**config.mk**
```make
export PLATFORM = sky130hd
export DESIGN_NAME = ups_sequencer
export DESIGN_NICKNAME = d
export VERILOG_FILES = /design/src/logic/ups_pkg.sv /design/src/logic/ups_sequencer.sv
export VERILOG_INCLUDE_DIRS = /design/src /design/src/logic
export SDC_FILE = /design/constraint.sdc
export NUM_CORES = 1
export LEC_CHECK = 0
export BUFFER_PORTS_ARGS = -buffer_cell sky130_fd_sc_hd__buf_2
export CAP_MARGIN = 20
export CORE_UTILIZATION = 53
export DETAILED_ROUTE_END_ITERATION = 10
export GPL_ROUTABILITY_DRIVEN = 0
export GPL_TIMING_DRIVEN = 0
export PLACE_DENSITY = 0.84
export SYNTH_ARGS = -nofsm -noshare
export SYNTH_HDL_FRONTEND = slang
export SYNTH_SLANG_ARGS = --single-unit
export TNS_END_PERCENT = 20
```
**constraint.sdc**
```tcl
create_clock -name hclk -period 3.9 [get_ports hclk]
set_input_delay 0.39 -clock hclk [delete_from_list [all_inputs] [get_ports hclk]]
set_output_delay 0.39 -clock hclk [all_outputs]
set_load 0.1 [all_outputs]
```
**src/logic/ups_map.svh**
```systemverilog
`ifndef UPS_MAP_SVH
`define UPS_MAP_SVH

// Register byte offsets.
`define UPS_OFS_GO       12'h000
`define UPS_OFS_STATUS   12'h004
`define UPS_OFS_CONFIG   12'h008
`define UPS_OFS_WAKE     12'h00C
`define UPS_OFS_EVENT    12'h010
`define UPS_OFS_IRQ_EN   12'h014

// Go-request bit positions.
`define UPS_GO_SLEEP     0
`define UPS_GO_SNOOZE    1
`define UPS_GO_BASE      2
`define UPS_GO_DEV       3
`define UPS_GO_HOST      4
`define UPS_GO_DUAL_DEV  5
`define UPS_GO_DUAL_HOST 6
`define UPS_GO_W         7

// Config bit positions.
`define UPS_CFG_MAP_SEL  0
`define UPS_CFG_SINGLE   1

// State field codes.
`define UPS_ST_SLEEP     4'h0
`define UPS_ST_SNOOZE    4'h1
`define UPS_ST_BASE      4'h2
`define UPS_ST_DEV       4'h3
`define UPS_ST_HOST      4'h4
`define UPS_ST_DUAL      4'h5

// Reset values.
`define UPS_WAKE_RST     16'h0100

// PLL settling time and clock rate.
`define UPS_PLL_SETTLE_NS 250000
`define UPS_CLK_MHZ       200
`define UPS_PLL_SETTLE_CYC ((`UPS_PLL_SETTLE_NS * `UPS_CLK_MHZ) / 1000)

`endif

```
**src/logic/ups_pkg.sv**
```systemverilog
package ups_pkg;

    typedef enum logic [2:0] {
        UPS_SLEEP,
        UPS_SNOOZE,
        UPS_BASE,
        UPS_DEV,
        UPS_HOST,
        UPS_DUAL
    } ups_pstate_t;

    typedef enum logic [2:0] {
        UPS_IDLE,
        UPS_STOP_CLK,
        UPS_STOP_HSPLL,
        UPS_STOP_BPLL,
        UPS_STOP_OSC,
        UPS_WAIT_OSC,
        UPS_WAIT_PLL
    } ups_step_t;

    typedef struct packed {
        logic osc_run;
        logic osc_clock_out;
        logic base_pll;
        logic device_hs_pll;
        logic host_hs_pll;
        logic hs_system_clock;
        logic device_clk_en;
        logic host_clk_en;
    } ups_clk_t;

    typedef struct packed {
        logic common_wr;
        logic device_wr;
        logic host_wr;
    } ups_access_t;

    typedef struct packed {
        logic active_function_flag;
        logic device_xfer_en;
        logic host_xfer_en;
        logic dev_nak_all;
        logic dev_setup_ack;
        logic host_transceiver_en;
    } ups_func_t;

endpackage

```
**src/logic/ups_sequencer.sv**
```systemverilog
// Summary of operation
// - Host-active: osc, base, host PLL; device map read-only.
// - Entering host-active sets active-function flag.
// - Dual-active two-port: all clocks, all maps writable.
// - Dual via device request clears flag, device transfers.
// - Dual via host request sets flag, host transfers.
// - Dual-host substate: device NAKs every token.
// - Dual-host substate: still ACK endpoint-0 SETUP.
// - Single-port: map-select picks function and clock.
// - Single-port: no host or dual states.
// - Go bit starts transition; four-bit state readable.
// - Completion raises done event, gated interrupt output.
// - Distant targets pass through intermediate states.
// - Request for current state: no move, bit stays.
// - Sleep entry: HS PLL, base PLL, clock out, osc.
// - Sleep exit: gate oscillator until wake timer expires.
// - Wake timer register accessible in any state.
// - Snooze entry: clock out, HS PLL, base PLL.
// - Snooze exit: hold system clock 250 us.
// - Base-clock: osc and base PLL; common writable only.
// - Single-port device-active: map-select picks writable map.
//
// Added by the designer: the register addresses and register access over AHB-Lite.
`include "ups_map.svh"
`timescale 1ns/10ps
`default_nettype none

module ups_sequencer #(
    parameter int PLL_SETTLE_CYC = `UPS_PLL_SETTLE_CYC
) (
    input  wire logic         hclk,
    input  wire logic         hresetn,
    input  wire logic         hsel,
    input  wire logic [31:0]  haddr,
    input  wire logic [1:0]   htrans,
    input  wire logic         hwrite,
    input  wire logic [2:0]   hsize,
    input  wire logic [31:0]  hwdata,
    input  wire logic         hready,
    output logic [31:0]       hrdata,
    output logic              hreadyout,
    output logic              hresp,
    output ups_pkg::ups_clk_t    clk_ctrl,
    output ups_pkg::ups_access_t map_access,
    output ups_pkg::ups_func_t   func_ctrl,
    output logic [3:0]        power_state_field,
    output logic              irq_out_n
);

    logic                 wr_pend_r;
    logic [11:0]          wr_addr_r;
    logic [`UPS_GO_W-1:0] go_r;
    logic                 map_select_r;
    logic                 single_port_select_r;
    logic [15:0]          wake_timer_r;
    logic                 pm_done_event_r;
    logic                 pm_done_irq_enable_r;
    ups_pkg::ups_pstate_t state_r;
    ups_pkg::ups_pstate_t target_r;
    ups_pkg::ups_step_t   step_r;
    logic [31:0]          cnt_r;
    logic                 flag_r;
    logic                 busy_r;
    logic [`UPS_GO_W-1:0] go_act_r;
    logic                 done_pulse;
    ups_pkg::ups_pstate_t req_tgt;
    logic [`UPS_GO_W-1:0] req_bit;
    logic                 req_valid;
    ups_pkg::ups_pstate_t hop;
    logic                 hs_dual;

    function automatic logic [3:0] state_code(input ups_pkg::ups_pstate_t s);
        case (s)
            ups_pkg::UPS_SLEEP:  state_code = `UPS_ST_SLEEP;
            ups_pkg::UPS_SNOOZE: state_code = `UPS_ST_SNOOZE;
            ups_pkg::UPS_BASE:   state_code = `UPS_ST_BASE;
            ups_pkg::UPS_DEV:    state_code = `UPS_ST_DEV;
            ups_pkg::UPS_HOST:   state_code = `UPS_ST_HOST;
            ups_pkg::UPS_DUAL:   state_code = `UPS_ST_DUAL;
            default:             state_code = `UPS_ST_SLEEP;
        endcase
    endfunction

    function automatic logic is_active(input ups_pkg::ups_pstate_t s);
        is_active = (s == ups_pkg::UPS_DEV) || (s == ups_pkg::UPS_HOST) || (s == ups_pkg::UPS_DUAL);
    endfunction

    // The bus never stalls: writes land one cycle after their address phase.
    assign hreadyout = 1'b1;
    assign hresp     = 1'b0;

    always_ff @(posedge hclk or negedge hresetn)
    begin
        if (!hresetn)
        begin
            wr_pend_r <= 1'b0;
            wr_addr_r <= 12'h000;
        end
        else if (hready)
        begin
            wr_pend_r <= hsel && htrans[1] && hwrite;
            wr_addr_r <= haddr[11:0];
        end
    end

    always_ff @(posedge hclk or negedge hresetn)
    begin
        if (!hresetn)
            hrdata <= 32'h0000_0000;
        else if (hready && hsel && htrans[1] && !hwrite)
        begin
            case (haddr[11:0])
                `UPS_OFS_GO:     hrdata <= {25'h0, go_r};
                `UPS_OFS_STATUS: hrdata <= {27'h0, flag_r, power_state_field};
                `UPS_OFS_CONFIG: hrdata <= {30'h0, single_port_select_r, map_select_r};
                `UPS_OFS_WAKE:   hrdata <= {16'h0, wake_timer_r};
                `UPS_OFS_EVENT:  hrdata <= {31'h0, pm_done_event_r};
                `UPS_OFS_IRQ_EN: hrdata <= {31'h0, pm_done_irq_enable_r};
                default:         hrdata <= 32'h0000_0000;
            endcase
        end
    end

    // Map-select is plain storage; correct timing is firmware's duty.
    always_ff @(posedge hclk or negedge hresetn)
    begin
        if (!hresetn)
        begin
            map_select_r         <= 1'b0;
            single_port_select_r <= 1'b0;
            pm_done_irq_enable_r <= 1'b0;
        end
        else if (wr_pend_r && wr_addr_r == `UPS_OFS_CONFIG)
        begin
            map_select_r         <= hwdata[`UPS_CFG_MAP_SEL];
            single_port_select_r <= hwdata[`UPS_CFG_SINGLE];
        end
        else if (wr_pend_r && wr_addr_r == `UPS_OFS_IRQ_EN)
            pm_done_irq_enable_r <= hwdata[0];
    end

    // Wake timer is writable whatever the power state.
    always_ff @(posedge hclk or negedge hresetn)
    begin
        if (!hresetn)
            wake_timer_r <= `UPS_WAKE_RST;
        else if (wr_pend_r && wr_addr_r == `UPS_OFS_WAKE)
            wake_timer_r <= hwdata[15:0];
    end

    // Done event is sticky; write one to clear, a new event wins.
    always_ff @(posedge hclk or negedge hresetn)
    begin
        if (!hresetn)
            pm_done_event_r <= 1'b0;
        else if (done_pulse)
            pm_done_event_r <= 1'b1;
        else if (wr_pend_r && wr_addr_r == `UPS_OFS_EVENT && hwdata[0])
            pm_done_event_r <= 1'b0;
    end

    always_ff @(posedge hclk or negedge hresetn)
    begin
        if (!hresetn)
            irq_out_n <= 1'b1;
        else
            irq_out_n <= !(pm_done_event_r && pm_done_irq_enable_r);
    end

    // Go bits: firmware sets, completion of the started request clears.
    always_ff @(posedge hclk or negedge hresetn)
    begin
        if (!hresetn)
            go_r <= '0;
        else
        begin
            // Clear the started go bit on completion.
            if (done_pulse)
                go_r <= go_r & ~go_act_r;
            if (wr_pend_r && wr_addr_r == `UPS_OFS_GO)
                go_r <= (done_pulse ? (go_r & ~go_act_r) : go_r) | hwdata[`UPS_GO_W-1:0];
        end
    end

    // Pick the highest-priority pending go bit that names a new state.
    always_comb
    begin
        req_tgt   = ups_pkg::UPS_SLEEP;
        req_bit   = '0;
        req_valid = 1'b0;
        for (int i = `UPS_GO_W - 1; i >= 0; i--)
        begin
            if (go_r[i])
            begin
                case (i)
                    `UPS_GO_SLEEP:     req_tgt = ups_pkg::UPS_SLEEP;
                    `UPS_GO_SNOOZE:    req_tgt = ups_pkg::UPS_SNOOZE;
                    `UPS_GO_BASE:      req_tgt = ups_pkg::UPS_BASE;
                    `UPS_GO_DEV:       req_tgt = ups_pkg::UPS_DEV;
                    `UPS_GO_HOST:      req_tgt = ups_pkg::UPS_HOST;
                    default:           req_tgt = ups_pkg::UPS_DUAL;
                endcase
                req_bit = '0;
                req_bit[i] = 1'b1;
                req_valid = 1'b1;
                // Host and dual requests are dead in single-port mode.
                if (single_port_select_r && i >= `UPS_GO_HOST)
                    req_valid = 1'b0;
                // Same-state requests do nothing; dual substate swaps are allowed.
                if (req_tgt == state_r && req_tgt != ups_pkg::UPS_DUAL)
                    req_valid = 1'b0;
                if (req_tgt == ups_pkg::UPS_DUAL && state_r == ups_pkg::UPS_DUAL
                    && flag_r == (i == `UPS_GO_DUAL_HOST))
                    req_valid = 1'b0;
                if (req_valid)
                    break;
            end
        end
    end

    // Next hop toward the target passes through snooze and base.
    always_comb
    begin
        hop = target_r;
        case (state_r)
            ups_pkg::UPS_SLEEP:  hop = ups_pkg::UPS_SNOOZE;
            ups_pkg::UPS_SNOOZE: hop = (target_r == ups_pkg::UPS_SLEEP) ? ups_pkg::UPS_SLEEP : ups_pkg::UPS_BASE;
            ups_pkg::UPS_BASE:   hop = is_active(target_r) ? target_r : ups_pkg::UPS_SNOOZE;
            default:             hop = ups_pkg::UPS_BASE;
        endcase
        if (state_r == ups_pkg::UPS_DUAL && target_r == ups_pkg::UPS_DUAL)
            hop = ups_pkg::UPS_DUAL;
    end

    // One process sequences the power state and its clock steps.
    always_ff @(posedge hclk or negedge hresetn)
    begin
        if (!hresetn)
        begin
            state_r    <= ups_pkg::UPS_SLEEP;
            target_r   <= ups_pkg::UPS_SLEEP;
            step_r     <= ups_pkg::UPS_IDLE;
            busy_r     <= 1'b0;
            go_act_r   <= '0;
            cnt_r      <= 32'h0000_0000;
            flag_r     <= 1'b0;
            done_pulse <= 1'b0;
        end
        else
        begin
            done_pulse <= 1'b0;
            case (step_r)
                ups_pkg::UPS_IDLE:
                begin
                    if (!busy_r && req_valid)
                    begin
                        busy_r   <= 1'b1;
                        target_r <= req_tgt;
                        go_act_r <= req_bit;
                    end
                    else if (busy_r && state_r == target_r
                             && !(state_r == ups_pkg::UPS_DUAL && go_act_r[`UPS_GO_DUAL_HOST] != flag_r))
                    begin
                        busy_r     <= 1'b0;
                        done_pulse <= 1'b1;
                    end
                    else if (busy_r && state_r == ups_pkg::UPS_DUAL && target_r == ups_pkg::UPS_DUAL)
                        flag_r <= go_act_r[`UPS_GO_DUAL_HOST];
                    else if (busy_r)
                    begin
                        if (hop == ups_pkg::UPS_SNOOZE && state_r != ups_pkg::UPS_SLEEP)
                            step_r <= ups_pkg::UPS_STOP_CLK;
                        else if (hop == ups_pkg::UPS_SLEEP)
                            step_r <= ups_pkg::UPS_STOP_HSPLL;
                        else if (state_r == ups_pkg::UPS_SLEEP)
                        begin
                            step_r <= ups_pkg::UPS_WAIT_OSC;
                            cnt_r  <= {16'h0, wake_timer_r};
                        end
                        else if (state_r == ups_pkg::UPS_SNOOZE)
                        begin
                            step_r <= ups_pkg::UPS_WAIT_PLL;
                            cnt_r  <= PLL_SETTLE_CYC;
                        end
                        else
                        begin
                            // Flag moves with the state, so it is right once the state shows.
                            if (hop == ups_pkg::UPS_DUAL)
                                flag_r <= go_act_r[`UPS_GO_DUAL_HOST];
                            else if (hop == ups_pkg::UPS_HOST || hop == ups_pkg::UPS_DEV)
                                flag_r <= (hop == ups_pkg::UPS_HOST);
                            state_r <= hop;
                        end
                    end
                end
                // Snooze entry stops clock output, then PLLs.
                ups_pkg::UPS_STOP_CLK:   step_r <= ups_pkg::UPS_STOP_HSPLL;
                // Sleep entry order: HS PLL, base PLL, clock out, osc.
                ups_pkg::UPS_STOP_HSPLL: step_r <= ups_pkg::UPS_STOP_BPLL;
                ups_pkg::UPS_STOP_BPLL:
                begin
                    if (hop == ups_pkg::UPS_SLEEP)
                        step_r <= ups_pkg::UPS_STOP_OSC;
                    else
                    begin
                        step_r  <= ups_pkg::UPS_IDLE;
                        state_r <= ups_pkg::UPS_SNOOZE;
                    end
                end
                ups_pkg::UPS_STOP_OSC:
                begin
                    step_r  <= ups_pkg::UPS_IDLE;
                    state_r <= ups_pkg::UPS_SLEEP;
                end
                // Clocks stay gated until the settle count ends.
                ups_pkg::UPS_WAIT_OSC, ups_pkg::UPS_WAIT_PLL:
                begin
                    if (cnt_r <= 32'h0000_0001)
                    begin
                        step_r  <= ups_pkg::UPS_IDLE;
                        state_r <= (step_r == ups_pkg::UPS_WAIT_OSC) ? ups_pkg::UPS_SNOOZE : ups_pkg::UPS_BASE;
                    end
                    else
                        cnt_r <= cnt_r - 32'h0000_0001;
                end
                default: step_r <= ups_pkg::UPS_IDLE;
            endcase
        end
    end

    assign power_state_field = state_code(state_r);
    assign hs_dual = (state_r == ups_pkg::UPS_DUAL);

    // Clock tree: osc, clock out and base PLL drop at the step that stops them; HS PLLs drop when the state leaves an active state.
    always_comb
    begin
        clk_ctrl = '0;
        case (state_r)
            ups_pkg::UPS_SLEEP:
                clk_ctrl.osc_run = (step_r == ups_pkg::UPS_WAIT_OSC);
            ups_pkg::UPS_SNOOZE:
            begin
                clk_ctrl.osc_run       = (step_r != ups_pkg::UPS_STOP_OSC);
                clk_ctrl.osc_clock_out = (step_r == ups_pkg::UPS_IDLE) || (step_r == ups_pkg::UPS_WAIT_PLL)
                                         || (step_r == ups_pkg::UPS_STOP_HSPLL);
                clk_ctrl.base_pll      = (step_r == ups_pkg::UPS_WAIT_PLL);
            end
            default:
            begin
                clk_ctrl.osc_run       = 1'b1;
                clk_ctrl.osc_clock_out = (step_r != ups_pkg::UPS_STOP_CLK) && (step_r != ups_pkg::UPS_STOP_HSPLL)
                                         && (step_r != ups_pkg::UPS_STOP_BPLL) || (step_r == ups_pkg::UPS_STOP_HSPLL
                                         && hop == ups_pkg::UPS_SLEEP) || (step_r == ups_pkg::UPS_STOP_BPLL
                                         && hop == ups_pkg::UPS_SLEEP);
                clk_ctrl.base_pll      = (step_r != ups_pkg::UPS_STOP_BPLL) && (step_r != ups_pkg::UPS_STOP_OSC);
                clk_ctrl.device_hs_pll = (step_r == ups_pkg::UPS_IDLE || step_r == ups_pkg::UPS_STOP_CLK)
                                         && (state_r == ups_pkg::UPS_DEV || hs_dual);
                clk_ctrl.host_hs_pll   = (step_r == ups_pkg::UPS_IDLE || step_r == ups_pkg::UPS_STOP_CLK)
                                         && (state_r == ups_pkg::UPS_HOST || hs_dual);
            end
        endcase
        clk_ctrl.hs_system_clock = clk_ctrl.device_hs_pll || clk_ctrl.host_hs_pll;
        // Single-port mode feeds only the selected function block.
        if (single_port_select_r)
        begin
            clk_ctrl.device_clk_en = clk_ctrl.hs_system_clock && !map_select_r;
            clk_ctrl.host_clk_en   = clk_ctrl.hs_system_clock && map_select_r;
        end
        else
        begin
            clk_ctrl.device_clk_en = clk_ctrl.device_hs_pll;
            clk_ctrl.host_clk_en   = clk_ctrl.host_hs_pll;
        end
    end

    // Register map write permissions per state.
    always_comb
    begin
        map_access = '0;
        map_access.common_wr = (state_r != ups_pkg::UPS_SLEEP) && (state_r != ups_pkg::UPS_SNOOZE);
        case (state_r)
            ups_pkg::UPS_DEV:
            begin
                map_access.device_wr = !single_port_select_r || !map_select_r;
                map_access.host_wr   = single_port_select_r && map_select_r;
            end
            ups_pkg::UPS_HOST:
                map_access.host_wr = 1'b1;
            ups_pkg::UPS_DUAL:
            begin
                map_access.device_wr = 1'b1;
                map_access.host_wr   = 1'b1;
            end
            default:
                map_access.device_wr = 1'b0;
        endcase
    end

    // Function transfer enables and dual-host device behaviour.
    always_comb
    begin
        func_ctrl = '0;
        func_ctrl.active_function_flag = flag_r;
        func_ctrl.host_transceiver_en  = !single_port_select_r && (state_r == ups_pkg::UPS_HOST || hs_dual);
        if (step_r == ups_pkg::UPS_IDLE && !busy_r)
        begin
            func_ctrl.device_xfer_en = (state_r == ups_pkg::UPS_DEV) || (hs_dual && !flag_r);
            func_ctrl.host_xfer_en   = (state_r == ups_pkg::UPS_HOST) || (hs_dual && flag_r);
        end
        // Device NAKs tokens but ACKs EP0 SETUP.
        func_ctrl.dev_nak_all   = hs_dual && flag_r;
        func_ctrl.dev_setup_ack = hs_dual && flag_r;
    end

endmodule

`default_nettype wire

```
==> summary.md, run 1 <==
| Metric | Value |
|---|---|
| Status | `completed` |
| VDD IR max | `0.5583 mV` |
| Crit share post-route | `84.77%` |
| R2R cell count | `6` |
| Number of enable flip-flop cells after synthesis | `0` |
| Worst-Margin Slew | `1.028 ns` |
| Avg Inst Size Synth | `9.698 um^2` |
| Area share of the leading cell type in the synthesized netlist | `42.27%` |
| CTS tree | `yes` |
| Final non-filler cell area | `0.007181 mm^2` |
| Layout cells sized above 1 | `23.93%` |
| Max Freq | `302.5 MHz` |
| Final setup violation count | `0` |
| CP Launch Point | `state_r[0]` |
| Final Routed Wirelength | `16640 um` |
| WP depth | `8` |
| Gate Count Post-Synth | `647` |
| DP Area | `0.006895 mm^2` |
| Initial antenna violation count | `0` |
| Die width | `110.8 um` |
| Synthesis Warnings | `0` |
| Iter 0 DRT Violations | `585` |
| Family with the most delay on the worst path | `buffers and inverters` |
| Post-cts hold buffer count | `0` |
| Leading cell type in the layout, fill and taps excluded | `dfrtp_1` |
| Leakage power | `3.303 nW` |
| Die H | `110.8 um` |
| Yosys cell types | `81` |
| Port bufs | `67` |
| WS Path Type | `reg2out` |
| R2r endpoint | `target_r[0]` |
| Die area | `0.01228 mm^2` |
| DRC errors left | `0` |
| Required time of the critical path | `3.51 ns` |
| DRT antenna net count | `0` |
| Worst setup SP type | `register` |
| Detailed Routing Iterations Pass 1 | `6` |
| Worst hold path type | `in2async` |
| Via total after detailed routing | `5771` |
| Clock Skew | `0.01008 ns` |
| CP Cell Sequence | `clkbuf_1 -> buf_2 -> clkbuf_1 -> nand2_1 -> a21oi_2 -> a21oi_1 -> a21oi_2 -> buf_2` |
| Total Power | `0.005048 W` |
| RSZ-0062 raised after global routing | `false` |
| RR Startpoint | `state_r[1]` |
| Fin crit period | `3.306 ns` |
| Register bit total from synthesis | `108` |
| CTS resizes | `0` |
| Synth-to-Final Area Change | `14.44%` |
| Fin Setup TNS | `0 ns` |
| Synth area leader | `dfrtp_1` |
| NumNets Final | `819` |
| Row cnt | `39` |
| Max-cap violation count | `0` |
| Clock Tree Buf Depth | `2` |
| Largest net degree at the start of global routing | `56` |
| Post-synthesis cell area | `0.006275 mm^2` |
| WP buf/inv | `4` |
| Routed len/inst | `18.68 um` |
| Gr usage total | `27.83%` |
| Antenna cells | `0` |
| Crit path to | `clk_ctrl[0]` |
| Vias in the first global route | `5625` |
| Clock Latency Late Sink | `0.36 ns` |
| Slowest-stage cell, CP | `clkbuf_1` |
| Critical Path AT | `2.92 ns` |
| Io pins | `130` |
| Clk sink count | `108` |
| First-pass GRT wire length | `27890 um` |
| Root buffer cell | `clkbuf_16` |
| GRT overflow | `0` |
| Synth top area cells | `dfrtp_1 42%, mux2_2 6.1%, a21oi_1 3.7%` |
| Final hold vios | `0` |
| Clock-pin slew on the worst setup and hold paths | `0.07 ns` |
| Ys flop type | `dfrtp_1` |
| H-tree Lvls | `3` |
| Cell area power density | `702.9 mW/mm^2` |
| Vias per cell | `6.477` |
| Crit-path max cell delay | `0.46 ns` |
| Most frequent cells in the layout | `106 x dfrtp_1, 77 x buf_2, 47 x nand2_1` |
| Slew Limit Fails | `0` |
| CP Capture Type | `output pin` |
| Core area | `0.01147 mm^2` |
| Initial Util | `54.72%` |
| # Post-CTS Setup Buffers | `0` |
| Relative slew slack | `30.81%` |
| CP Max Fanout | `10` |
| DP HPWL | `11910 um` |
| Seq/Total Area, Yosys | `43.11%` |
| Post-synth ARST share | `100.0%` |
| Num CTS Buffers | `9` |
| Flop2flop setup slack | `1.30 ns` |
==> cell families after synthesis <==
family	after synthesis	share of synthesized area [%]
and+or+nand+nor	209	19.02
AOI/OAI and AO/OA	187	20.74
DFF	108	43.11
buffers and inverters	83	6.460
muxes	51	9.452
xor gates and xnor gates	5	0.6979
adders and majority gates	2	0.3987
other	2	0.1197
==> registers in the layout, summed over array words and instances, names as in the netlist, 3 cells and up <==
register,cells
cnt_r,32
go_r,7
go_act_r,7
step_r,3
target_r,3
wake_timer_r,16
state_r,3
hrdata,16
wr_addr_r,12
==> through the flow <==
stage	instances	util, %	setup WS [ns]	hold WS (ns)
after floorplan	664	-	-0.2621	0.09441
after global placement	874	59.87	1.051	0.4133
after detailed placement	875	60.13	1.029	0.4079
after CTS	891	62.62	0.6189	0.1138
after global routing	891	62.62	0.4490	0.1399
final	891	62.62	0.5938	0.08623
==> report_power, final <==
part	switching, W	internal [W]
Clock	0.000441	0.000448
Combinational	0.00185	0.000758
Sequential	0.000242	0.00131
==> cell type report <==
type / instances / area, um^2
fillers: 939 / 4287
multi-input cells: 473 / 3241
flip-flops and latches: 108 / 2705
repair buffers: 68 / 365.4
plain buffers: 58 / 311.5
clock buffers: 10 / 229.0
well taps: 143 / 178.9
inverters: 25 / 93.84
clock inverters: 6 / 56.30
==> metal layers <==
metal / vias to the layer above / global-route usage, % / wire (um)
met4: 0 / 11.38 / 570
li1: 2565 / - / -
met3: 69 / 4.538 / 1411
met1: 2778 / 36.78 / 6588
met2: 359 / 45.67 / 8072
met5: - / 0 / 0
==> worst min-delay path by stage <==
stage | to | cells past startpoint | slack, ns | start
after floorplan | busy_r | 0 | 0.09 | hresetn
after global placement | irq_out_n | 1 | 0.41 | pm_done_irq_enable_r
after detailed placement | irq_out_n | 1 | 0.41 | pm_done_event_r
after CTS | cnt_r[23] | 1 | 0.11 | hresetn
after global routing | cnt_r[19] | 1 | 0.14 | hresetn
final | cnt_r[14] | 1 | 0.09 | hresetn
==> synth_stat cells, types with 5 or more instances <==
cell type  number
mux2_2         34
o311a_1         5
buf_4          21
nand3_1        13
nand2b_1        8
a22oi_1         5
a22o_1         20
clkbuf_1       22
nor2b_1         5
o22ai_1         5
nand4b_1        6
a31oi_1         9
mux2i_1        12
nor4_1         10
nor2_1         44
o31ai_1        12
a21oi_1        46
nand4_1         6
nand3b_1        5
o21ai_0        31
inv_1          25
buf_2          11
or3_1           8
nand2_1        47
dfrtp_1       106
and2_1          5
nor3_1         18
(Power assumes the default switching activity.)
==> inputs of run 2 (changes only) <==
CORE_UTILIZATION = 50   (was 53)
PLACE_DENSITY = 0.83   (was 0.84)
clock period = 2.73 ns   (was 3.9 ns; I/O delays follow)
==> run 2 against run 1 <==
Net effect: global-route usage fell by 1.5 points; sequential share of layout area fell by 0.62 points; clock power rose by 46%; sequential power rose by 43%; largest power group unchanged; critical path depth fell by 2; highest routed layer unchanged; clock-buffer cell count fell by 1; sequential cell count did not move.
==> summary.md, run 2 (same netlist as run 1, synthesis figures left out) <==
| Metric | Value |
|---|---|
| DP HPWL | `11900 um` |
| Clk sink count | `108` |
| Port bufs | `67` |
| Layout cells sized above 1 | `25.23%` |
| Comb pwr share | `51.8%` |
| Via total after detailed routing | `5693` |
| Die area | `0.01300 mm^2` |
| FF/Latch Area | `0.002705 mm^2` |
| Vias per cell | `6.208` |
| Final hold vios | `0` |
| Worst hold path type | `in2reg` |
| Critical Path AT | `2.32 ns` |
| RSZ-0062 raised after global routing | `true` |
| Worst-Margin Slew | `0.8789 ns` |
| Switching Fraction | `50.23%` |
| Status | `completed` |
| VDD IR max | `0.7492 mV` |
| Top flop regs | `cnt_r (32), hrdata (16), wake_timer_r (16)` |
| CP Capture Type | `output pin` |
| Final cell count without fillers | `917` |
| Crit share post-route | `94.87%` |
| Clock-pin slew on the worst setup and hold paths | `0.08 ns` |
| Die H | `114.0 um` |
| Row cnt | `40` |
| Core area | `0.01211 mm^2` |
| Io pins | `130` |
| Max Freq | `386.1 MHz` |
| Fin Setup TNS | `0 ns` |
| Fin util | `60.28%` |
| CTS tree | `yes` |
| Filler cell count | `998` |
| Most frequent cells in the layout | `106 x dfrtp_1, 74 x buf_2, 47 x nand2_1` |
| Largest net degree at the start of global routing | `73` |
| Multi-input gate area | `0.003293 mm^2` |
| Pint | `0.003635 W` |
| Clock Tree Buf Depth | `2` |
| Slew Limit Fails | `0` |
| First-pass GRT wire length | `26980 um` |
| Synth-to-Final Area Change | `16.35%` |
| DRC errors left | `0` |
| Clock Skew | `0.01334 ns` |
| Iter 0 DRT Violations | `525` |
| Leakage power | `3.334 nW` |
| Clock power frac | `17.8%` |
| Required time of the critical path | `2.46 ns` |
| H-tree Lvls | `3` |
| Antenna cells | `0` |
| GRT overflow | `0` |
| Final Routed Wirelength | `16430 um` |
| Initial antenna violation count | `0` |
| Max-cap violation count | `0` |
| Fin crit period | `2.590 ns` |
| Vias in the first global route | `5385` |
| Num CTS Buffers | `9` |
| Worst setup SP type | `register` |
| NumNets Final | `820` |
| Largest Register | `cnt_r` |
| Largest register FFs | `32` |
| Leading cell type in the layout, fill and taps excluded | `dfrtp_1` |
| CP Max Fanout | `10` |
| Root buffer cell | `clkbuf_16` |
| Placed insts | `900` |
| Reg power frac | `30.4%` |
| R2R cell count | `6` |
| Net Sw Power | `0.003669 W` |
| Relative slew slack | `40.95%` |
| Detailed Routing Iterations Pass 1 | `5` |
| # Post-CTS Setup Buffers | `0` |
| DRT antenna net count | `0` |
| Final setup violation count | `0` |
| Initial Util | `51.81%` |
| Cell area power density | `1000 mW/mm^2` |
| Routed len/inst | `17.91 um` |
| Gr usage total | `26.34%` |
| Die width | `114.0 um` |
| Hold Crit Depth | `2` |
| WS Path Type | `reg2out` |
| Clock Latency Late Sink | `0.37 ns` |
## run 2: critical path: stages, from the launching register on
cell	delay [ns]
dfrtp_1	0.46
buf_2	0.22
nor2_1	0.51
inv_1	0.19
a21oi_1	0.20
a211oi_2	0.06
buf_2	0.30
## run 2: through the flow
step	worst slack (ns)	hold slack (ns)	cell area (um^2)	power, W
2_1_floorplan	-0.5399	-0.02259	6389	0.005086
3_3_place_gp	0.1931	0.4289	6934	0.005768
3_5_place_dp	0.1955	0.2713	6964	0.005882
4_1_cts	0.02746	0.1298	7279	0.007198
5_1_grt	-0.007803	0.1244	7301	0.007679
6_report	0.1401	0.1374	7301	0.007303
## run 2: path summary, 6_finish.rpt
kind | slack (ns) | endpoint | from
worst max-delay path | 0.14 | clk_ctrl[5] | state_r[1]
worst min-delay path | 0.14 | wake_timer_r[14] | hwdata[14]
worst max register to register | 0.17 | go_act_r[5] | state_r[1]
worst min register to register | 0.43 | irq_out_n | pm_done_event_r
max in group asynchronous | 1.54 | irq_out_n | hresetn
min in group asynchronous | 0.42 | cnt_r[22] | hresetn
## run 2: layer usage
metal  wire, um  up-vias  global-route usage (%)
li1           -     2574                       -
met4        395        0                   10.22
met3       1394       41                   6.217
met1       6567     2771                   34.60
met5          0        -                       0
met2       8070      307                   42.22
## run 2: power by group through the flow
stage | combinational [W] | clock (W) | sequential (W)
3_3_place_gp | 0.00357 | 0 | 0.00220
2_1_floorplan | 0.00295 | 0 | 0.00214
5_1_grt | 0.00406 | 0.00136 | 0.00226
6_report | 0.00378 | 0.00130 | 0.00222
4_1_cts | 0.00369 | 0.00131 | 0.00220
3_5_place_dp | 0.00365 | 0 | 0.00223
## run 2: cell type report
cell class	instances	share of cell area, %
inverters	25	1.285
plain buffers	58	4.370
clock inverters	7	0.9255
multi-input cells	473	45.11
well taps	168	2.879
repair buffers	69	5.296
flip-flops and latches	108	37.05
clock buffers	9	3.085
## run 2: what timing repair did
action	in CTS	in global routing
endpoints found under the hold margin	35	0
resized for setup	4	8
setup endpoints to repair	4	9
hold buffers	1	0
pin swaps	0	0
